===== config.mk =====
export PLATFORM = sky130hd
export DESIGN_NAME = ppic_ctrl
export DESIGN_NICKNAME = d
export VERILOG_FILES = /design/src/logic/ppic_pkg.sv /design/src/logic/ppic_ctrl.sv
export SDC_FILE = /design/constraint.sdc
export NUM_CORES = 1
export LEC_CHECK = 0
export BUFFER_PORTS_ARGS = -buffer_cell sky130_fd_sc_hd__buf_2
export CAP_MARGIN = 20
export CORE_AREA = 2 2 135 137
export DETAILED_ROUTE_END_ITERATION = 8
export DIE_AREA = 0 0 137 139
export GPL_ROUTABILITY_DRIVEN = 0
export PLACE_DENSITY = 0.42
export SLEW_MARGIN = 5
export SYNTH_ARGS = -nofsm -noshare
export SYNTH_HDL_FRONTEND = slang
export SYNTH_SLANG_ARGS = --single-unit

===== constraint.sdc =====
create_clock -name mclk -period 6.3 [get_ports mclk]
set_input_delay 0.63 -clock mclk [delete_from_list [all_inputs] [get_ports mclk]]
set_output_delay 0.63 -clock mclk [all_outputs]
set_load 0.1 [all_outputs]

===== src/logic/ppic_pkg.sv =====
// Constants, field positions and state layout of the polled interrupt
// controller.
// Assumes one 25 MHz clock and a synchronous active-low reset.
package ppic_pkg;

   localparam int unsigned LEVELS = 8;

   // Command byte and poll byte field positions.
   localparam int unsigned INIT_BIT    = 4;
   localparam int unsigned POLL_STATUS_COMMAND_BIT    = 3;
   localparam int unsigned ROTATE_BIT  = 7;
   localparam int unsigned SPEC_BIT    = 6;
   localparam int unsigned END_BIT     = 5;
   localparam int unsigned SMM_EN_BIT  = 6;
   localparam int unsigned SMM_BIT     = 5;
   localparam int unsigned POLL_BIT    = 2;
   localparam int unsigned STAT_EN_BIT = 1;
   localparam int unsigned STAT_SEL_BIT = 0;
   localparam int unsigned FLAG_BIT    = 7;

   // Lowest priority level after initialisation and reset.
   localparam logic [2:0] BASE_RESET  = 3'h7;
   localparam logic [7:0] BYTE_ZERO   = 8'h00;
   localparam logic [7:0] BYTE_ONES   = 8'hFF;

   typedef struct packed {
      logic [7:0] pending_request_reg;
      logic [7:0] in_service_reg;
      logic [7:0] level_mask_reg;
      logic [7:0] req_prev;
      logic [2:0] bottom_level;
      logic       special_mask_flag;
      logic       status_read_sel;
      logic       poll_armed;
      logic       expect_word_two;
      logic       wr_idle;
      logic       rd_idle;
      logic [7:0] dout;
      logic       doe;
      logic       irq_n;
   } ppic_state_t;

   localparam ppic_state_t STATE_RESET = '{
      pending_request_reg: BYTE_ZERO,
      in_service_reg:      BYTE_ZERO,
      level_mask_reg:      BYTE_ZERO,
      req_prev:            BYTE_ONES,
      bottom_level:        BASE_RESET,
      special_mask_flag:   1'b0,
      status_read_sel:     1'b0,
      poll_armed:          1'b0,
      expect_word_two:     1'b0,
      wr_idle:             1'b1,
      rd_idle:             1'b1,
      dout:                BYTE_ZERO,
      doe:                 1'b0,
      irq_n:               1'b1
   };

endpackage : ppic_pkg


===== src/logic/ppic_ctrl.sv =====
// Polled eight-level priority interrupt controller with its register port.
// Assumes strobes and request inputs are synchronous to mclk.
//
// Summary of operation
// - Write strobe with select accepts command byte.
// - Read strobe drives pending, service, mask or code.
// - Register select qualifies and steers every access but the second init word.
// - Rising requests latch, resolve, raise interrupt output.
// - Interrupt raised when top request not served.
// - Poll flag in third command arms poll.
// - Poll read clears request, sets service bit.
// - Poll byte: level in 0-2, flag bit 7.
// - End command has select and bits 4,3 zero.
// - Non-specific end clears top service bit.
// - Specific end clears named bit; others nothing.
// - Auto rotate: ended level becomes lowest priority.
// - Rotate specific without end sets bottom level.
// - Rotate specific end sets bottom, clears bit.
// - Select high write loads mask; read returns it.
// - Mask acts on pending bits; on service bits only in special.
// - Masked service bit still blocks outside special.
// - Special mask flag changes only when enabled or on initialisation.
// - Status select changes only when enabled or on initialisation.
// - Select low with bit 4 starts initialisation.
// - Initialisation rearms edges and clears the mask.
// - Initialisation sets level 7 lowest, clears flags.
// - Rising edge sets pending; masked bits held clear.
// - Status choice remembered; poll needs fresh command.
// - Poll wins over status read in one command.
`timescale 1ns/100ps

module ppic_ctrl
   import ppic_pkg::*;
(
   input  wire logic       mclk,
   input  wire logic       nrst,
   input  wire logic       cs_n,
   input  wire logic       wr_n,
   input  wire logic       rd_n,
   input  wire logic       reg_select,
   input  wire logic [7:0] data_in,
   input  wire logic [7:0] request_inputs,
   output logic      [7:0] data_out,
   output logic            data_oe,
   output logic            irq_out_n
);

   ppic_state_t st;
   ppic_state_t next_st;

   // Finds the first set bit of vec walking from the level just above
   // bottom; bit 3 of the result says whether one was found.
   function automatic logic [3:0] ppic_pick(input logic [7:0] vec,
                                            input logic [2:0] bottom);
      logic [3:0] res;
      logic [2:0] lvl;
      res = 4'h0;
      for (int i = LEVELS; i >= 1; i--) begin
         lvl = bottom + 3'(i);
         if (vec[lvl]) begin
            res = {1'b1, lvl};
         end
      end
      return res;
   endfunction : ppic_pick

   logic       wr_go;
   logic       rd_go;
   logic [3:0] win;
   logic [3:0] blk;
   logic [3:0] top_isr;
   logic [7:0] blocking;
   logic [2:0] win_rank;
   logic [2:0] blk_rank;
   logic       want_irq;
   logic [7:0] rises;

   assign wr_go = !cs_n && !wr_n && st.wr_idle;
   assign rd_go = !cs_n && !rd_n && st.rd_idle;

   // Special mask lets masked in-service levels stop blocking.
   always_comb begin
      if (st.special_mask_flag) begin
         blocking = st.in_service_reg & ~st.level_mask_reg;
      end else begin
         blocking = st.in_service_reg;
      end
   end

   assign win = ppic_pick(st.pending_request_reg & ~st.level_mask_reg,
                          st.bottom_level);
   assign blk = ppic_pick(blocking, st.bottom_level);
   assign top_isr = ppic_pick(st.in_service_reg, st.bottom_level);
   assign win_rank = win[2:0] - st.bottom_level - 3'h1;
   assign blk_rank = blk[2:0] - st.bottom_level - 3'h1;
   assign want_irq = win[3] && (!blk[3] || win_rank < blk_rank);
   assign rises = request_inputs & ~st.req_prev;

   always_comb begin
      next_st = st;
      next_st.wr_idle = cs_n || wr_n;
      next_st.rd_idle = cs_n || rd_n;
      next_st.doe = !cs_n && !rd_n;
      next_st.req_prev = request_inputs;

      // Poll acknowledge and status reads.
      if (rd_go) begin
         if (reg_select) begin
            next_st.dout = st.level_mask_reg;
         end else if (st.poll_armed) begin
            next_st.dout = BYTE_ZERO;
            next_st.dout[FLAG_BIT] = win[3];
            next_st.dout[2:0] = win[2:0];
            next_st.poll_armed = 1'b0;
            if (win[3]) begin
               next_st.pending_request_reg[win[2:0]] = 1'b0;
               next_st.in_service_reg[win[2:0]] = 1'b1;
            end
         end else if (st.status_read_sel) begin
            next_st.dout = st.in_service_reg;
         end else begin
            next_st.dout = st.pending_request_reg;
         end
      end

      // Command writes.
      if (wr_go) begin
         if (st.expect_word_two) begin
            next_st.expect_word_two = 1'b0;
         end else if (reg_select) begin
            next_st.level_mask_reg = data_in;
         end else if (data_in[INIT_BIT]) begin
            next_st.expect_word_two = 1'b1;
            next_st.level_mask_reg = BYTE_ZERO;
            next_st.pending_request_reg = BYTE_ZERO;
            next_st.in_service_reg = BYTE_ZERO;
            next_st.req_prev = BYTE_ONES;
            next_st.bottom_level = BASE_RESET;
            next_st.special_mask_flag = 1'b0;
            next_st.status_read_sel = 1'b0;
            next_st.poll_armed = 1'b0;
         end else if (data_in[POLL_STATUS_COMMAND_BIT]) begin
            if (data_in[SMM_EN_BIT]) begin
               next_st.special_mask_flag = data_in[SMM_BIT];
            end
            if (data_in[STAT_EN_BIT]) begin
               next_st.status_read_sel = data_in[STAT_SEL_BIT];
            end
            next_st.poll_armed = data_in[POLL_BIT];
         end else begin
            case ({data_in[ROTATE_BIT], data_in[SPEC_BIT], data_in[END_BIT]})
               3'h1: begin
                  if (top_isr[3]) begin
                     next_st.in_service_reg[top_isr[2:0]] = 1'b0;
                  end
               end
               3'h3: begin
                  next_st.in_service_reg[data_in[2:0]] = 1'b0;
               end
               3'h5: begin
                  if (top_isr[3]) begin
                     next_st.in_service_reg[top_isr[2:0]] = 1'b0;
                     next_st.bottom_level = top_isr[2:0];
                  end
               end
               3'h6: begin
                  next_st.bottom_level = data_in[2:0];
               end
               3'h7: begin
                  next_st.bottom_level = data_in[2:0];
                  next_st.in_service_reg[data_in[2:0]] = 1'b0;
               end
               default: begin
                  next_st.bottom_level = st.bottom_level;
               end
            endcase
         end
      end

      // New edges set pending bits after any acknowledge clear, so an
      // edge in the acknowledge cycle is kept; masked bits stay clear.
      if (!(wr_go && !st.expect_word_two && !reg_select
            && data_in[INIT_BIT])) begin
         next_st.pending_request_reg =
            (next_st.pending_request_reg | rises);
      end
      next_st.pending_request_reg =
         next_st.pending_request_reg & ~next_st.level_mask_reg;

      next_st.irq_n = !want_irq;
   end

   always_ff @(posedge mclk) begin
      if (!nrst) begin
         st <= STATE_RESET;
      end else begin
         st <= next_st;
      end
   end

   assign data_out  = st.dout;
   assign data_oe   = st.doe;
   assign irq_out_n = st.irq_n;

   logic poll_take;
   logic init_take;
   logic body_write;
   logic end_write;
   logic poll_status_command_write;
   assign poll_take = rd_go && !reg_select && st.poll_armed;
   assign body_write = wr_go && !st.expect_word_two && !reg_select;
   assign init_take = body_write && data_in[INIT_BIT];
   assign end_write = body_write && !data_in[INIT_BIT] && !data_in[POLL_STATUS_COMMAND_BIT];
   assign poll_status_command_write = body_write && !data_in[INIT_BIT] && data_in[POLL_STATUS_COMMAND_BIT];
endmodule : ppic_ctrl


Yosys cells after proc, flatten, opt, wreduce, memory -nomap -nowiden
Index checks and enable logic that the tools add are counted.
{ "classes": {"n_addsub": 11, "muxes": 109, "n_bitwise": 17, "n_lt_le_gt_ge": 15, "reduce_logical": 31, "n_eq_ne": 7} }
{ "ops": {"columns": ["cell", "count"], "rows": [
  ["16-bit 2-to-1 mux", 6],
  ["4-bit 2-to-1 mux", 24],
  ["8-bit 2-to-1 mux", 10],
  ["1-bit binary-select mux with 3-bit select", 24],
  ["8-bit bitwise AND", 7],
  ["8-bit NOT", 6],
  ["3-bit by 4-bit < comparator with 1-bit output, second input constant", 11],
  ["39-bit 2-to-1 mux", 1],
  ["38-bit 2-to-1 mux", 1],
  ["1-bit 2-to-1 mux", 33],
  ["8-bit bitwise OR", 2],
  ["8-bit case mux with 2 select lines", 1],
  ["15-bit 2-to-1 mux", 1],
  ["3-bit adder, second input constant", 4],
  ["1-bit logical AND", 11],
  ["5-bit AND reduction", 2],
  ["1-bit demux with 3-bit select", 3],
  ["3-bit equality test, second input constant", 3],
  ["3-bit by 1-bit >= comparator with 1-bit output, second input constant", 3],
  ["3-bit 2-to-1 mux", 3],
  ["1-bit logical NOT", 7],
  ["3-bit by 2-bit adder with 3-bit output, second input constant", 2],
  ["6-bit 2-to-1 mux", 1],
  ["3-bit case mux with 2 select lines", 1],
  ["other kinds (14)", 23]
]} }
{ "word_totals": {"inputBits": 22, "reg_bits": 51, "output_inout_bits": 10, "elab_cells": 204} }

Longest topological paths before layout
{ "logic_depth": {"word_depth": 33, "mapped_depth": 22, "ltp_nobuf": 16} }

Worst setup path before layout
Ideal clock, no wire load.
{ "synth_timing": {"path_type": "reg-to-reg", "startpoint": "register st[17] in the netlist's numbering", "endpoint": "register st, in the netlist irq_out_n", "arrival_time_ps": 4703, "n_path_buf": 6, "slack_ps": 1469, "synth_period_minus_slack_ps": 4831, "t_required_ps": 6173, "setup_ps": 127, "stages_incl_launch_ff": 22, "path_cell_list": "dfxtp_1 buf_2 buf_2 inv_1 buf_2 ha_1 buf_2 buf_2 clkbuf_1 mux4_2 nand2_1 a21boi_0 o21ai_0 o31a_1 ha_1 fa_1 xor2_1 xnor2_1 ha_1 nor2b_1 o22ai_1 nand3b_1"} }
{ "synth_between": {"elab_chain_len": 16, "word_cells_on_any_way": 64, "classes_between": "add/sub (11); order compare (1); mux (48); reduce/logical (4)"} }
{ "synth_lines": {"columns": ["element", "line_no", "source"], "rows": [
  ["from (decl)", "ppic_ctrl.sv:48", "ppic_state_t st;"],
  ["from (signal assigned)", "ppic_ctrl.sv:197", "st <= next_st;"],
  ["3-bit adder / 1-bit binary-select mux with 3-bit select (equally long branches)", "ppic_ctrl.sv:59, ppic_ctrl.sv:60", null],
  ["1-bit binary-select mux with 3-bit select / 1-bit 2-to-1 mux (equally long branches)", "ppic_ctrl.sv:60", "if (vec[lvl]) begin"],
  ["1-bit 2-to-1 mux (implied by the code) / 4-bit 2-to-1 mux (equally long branches)", "ppic_ctrl.sv:60", null],
  ["4-bit 2-to-1 mux (7 in series)", "ppic_ctrl.sv:60", null],
  ["3-bit subtractor (on tied branches)", "ppic_ctrl.sv:94, ppic_ctrl.sv:95", null],
  ["3-bit by 1-bit subtractor with 3-bit output (on tied branches)", "ppic_ctrl.sv:94, ppic_ctrl.sv:95", null],
  ["3-bit < comparator", "ppic_ctrl.sv:96", "assign want_irq = win[3] && (!blk[3] || win_rank < blk_rank);"],
  ["1-bit logical OR", "ppic_ctrl.sv:96", null],
  ["1-bit logical AND *", "ppic_ctrl.sv:96", null],
  ["1-bit logical NOT *", "ppic_ctrl.sv:190", "next_st.irq_n = !want_irq;"]
]} }
Mark *: on every way between the ends. The rest lies on a longest branch, timed or not. The select of a mux whose other input is x is not followed.
A chain may end at the register's enable or synchronous reset.

Worst setup path in the final report
Same ends and word-level chain as after synthesis.

==> results.sh <==
export IMPL_cpMostUsedCell="ha_1"
export IMPL_syn_num_nets=608
export IMPL_mostFrequentLayoutCell="dfxtp_1"
export IMPL_start_util_pct=29.2
export IMPL_maxCapViolations=0
export IMPL_final_area_um2=5550
export IMPL_cts_setup_buffers=0
export IMPL_clock_skew_ns=0.00802
export IMPL_grt_pass1_vias=4558
export IMPL_antenna_found_initial=0
export IMPL_holdBufCountCts=0
export IMPL_fmax_mhz=192
export IMPL_row_count=49
export IMPL_setup_ws_ns=1.10
export IMPL_diodes=0
export IMPL_drtAntennaViolNets=0
export IMPL_io_buffers=31
export IMPL_via_per_inst=5.81
export IMPL_die_h_um=139
export IMPL_vdd_drop_max_mv=0.140
export IMPL_die_area_um2=19000
export IMPL_slew_violations=0
export IMPL_final_cell_mix="49 x dfxtp_1, 47 x nand2_1, 41 x a21oi_1"
export IMPL_cpPeakStageDelay_ns=0.67
export IMPL_slowest_stage="xnor2_2"
export IMPL_core_um2=17700
export IMPL_placed_area_um2=5410
export IMPL_grt_usage_pct=18.0
export IMPL_cp_arrival_ns=5.37
export IMPL_rsz0062_at_grt="false"
export IMPL_placedCellCount=798
export IMPL_drc=0
export IMPL_clk_latency_ns=0.30
export IMPL_power_leakage_nw=2.13
export IMPL_cts_max_level=2
export IMPL_place_hpwl_um=13000
export IMPL_die_w_um=137
export IMPL_clockRootBuffer="clkbuf_16"
export IMPL_cts_sinks=51
export IMPL_clkTransAtPathRegs_ns=0.08
export IMPL_ys_warn_count=0
export IMPL_vias=4685
export IMPL_synthCells=578
export IMPL_worst_hold_slack_ns=0.488
export IMPL_drive_gt1_share_pct=19.6
export IMPL_tritoncts="done"
export IMPL_drtPass1Iterations=5
export IMPL_period_share_pct=82.6
export IMPL_endpoint_kind="register"
export IMPL_fin_tns_setup_ns=0
export IMPL_drtIter0Drc=381
export IMPL_synth_flop_cell="dfxtp_1"
export IMPL_crit_fanout=13
export IMPL_avgRoutedWirePerCell_um=21.1
export IMPL_synth_area_um2=5160
export IMPL_fin_util_pct=31.4
export IMPL_cp_start_kind="register"
export IMPL_power_total_mw=0.873
export IMPL_async_flop_share_pct=0
export IMPL_wirelength_um=17000
export IMPL_ys_seq_area_share_pct=19.8
export IMPL_cts_resized=0
export IMPL_stdcell_count=806
export IMPL_hold_viol=0
export IMPL_syn_avg_cell_area_um2=8.93
export IMPL_hp_class="register to register"
export IMPL_relSlewSlack_pct=40.3
export IMPL_overflow=0
export IMPL_p_per_area_nw_per_um2=157
export IMPL_fin_crit_ns=5.20
export IMPL_grt_pass1_wl_um=26600
export IMPL_final_nets=606
export IMPL_synthToLayoutAreaGrowth_pct=7.56
export IMPL_cts_buffers=5
export IMPL_cts_max_path_buffers=2
export IMPL_synth_edf_count=0
export IMPL_n_fill_cell=1907
export IMPL_io_pins=32
export IMPL_status="completed"
export IMPL_required_ns=6.47
export IMPL_grt_max_degree=28
export IMPL_dp_slack_ns=1.24
export IMPL_tightest_slew_ns=0.895
export IMPL_worstSetupPathType="register to register"
export IMPL_ys_types=82
export IMPL_setup_viol=0
export IMPL_r2r_slack_ns=1.10
export IMPL_ys_ff_latch=51
export IMPL_crit_chain="buf_4, ha_1, xnor2_2, mux4_1, a21oi_1, o31ai_1, a32oi_1, o221a_1, clkinv_1, fa_1, xor2_1, xnor2_1, ha_1, nor2b_1, o22ai_1, nand3b_1"
## final cells by class
cell class | instances | area, um^2 | share of cell area [%]
multi-input cells | 461 | 3810 | 68.5
well taps | 229 | 287 | 5.16
repair buffers | 40 | 223 | 4.01
clock inverters | 3 | 22.5 | 0.406
flip-flops and latches | 51 | 1020 | 18.4
clock buffers | 5 | 125 | 2.25
inverters | 17 | 66.3 | 1.19
## critical path, delay by kind of cell, from the launching register on
family / cells / cell delay [ns]
compound gates: 5 / 1.17
fa+ha+maj: 3 / 1.08
xor+xnor: 3 / 1.01
buf+inv: 2 / 0.67
mux: 1 / 0.47
flops: 1 / 0.43
simple gates: 2 / 0.23
## flip-flops by register name, indices dropped and copies added, names as in the netlist
register   cells
st            41
irq_out_n      1
data_oe        1
data_out       8
## kinds of logic after synthesis
group                      synth area share [%]
AOI/OAI and AO/OA                          27.0
xor gates and xnor gates                   2.18
adders and majority gates                  2.23
buffers and inverters                      6.50
DFF                                        19.8
muxes                                      24.5
and+or+nand+nor                            17.8
## per-layer routing
metal	track usage (%)	wire length [um]	share of wire, %	vias to the layer above
met5	0	0	0	-
met4	4.83	346	2.0	0
met3	2.05	682	4.0	25
met2	29.5	8160	48	142
met1	24.9	7810	46	2297
li1	-	-	-	2221
## synthesized netlist by cell type, types with 5 or more instances
cell type / n / area share, %
mux2_2: 9 / 2.0
a211oi_1: 15 / 2.2
o211a_1: 6 / 1.2
nand2_1: 47 / 3.4
buf_2: 11 / 1.1
a21oi_1: 41 / 4.0
a31oi_1: 11 / 1.3
buf_4: 11 / 1.6
ha_1: 6 / 1.5
o22ai_1: 6 / 0.73
nand3b_1: 5 / 0.73
and2_1: 12 / 1.5
o31ai_1: 7 / 1.0
nand3_1: 13 / 1.3
o21ai_0: 22 / 2.1
a22oi_1: 8 / 1.2
a21boi_0: 14 / 2.0
clkbuf_1: 22 / 1.6
nor2b_1: 23 / 2.8
mux2i_1: 32 / 6.2
a21bo_2: 5 / 0.97
nor2_1: 24 / 1.7
mux4_2: 33 / 14
dfxtp_1: 51 / 20
nand2b_1: 25 / 3.0
inv_1: 13 / 0.95
## power breakdown
group,total (mW),switching (mW),internal [mW]
combinational,0.235,0.155,0.0804
clock,0.287,0.137,0.150
sequential,0.350,0.0148,0.335
total,0.873,0.307,0.566
## final timing paths
check | from | end | depth (start not counted)
worst max register to register | st[17] | irq_out_n | 16
worst min-delay path | st[22] | st[46] | 2
worst max-delay path | st[17] | irq_out_n | 16
worst min register to register | st[22] | st[46] | 2
(Power assumes the default switching activity.)
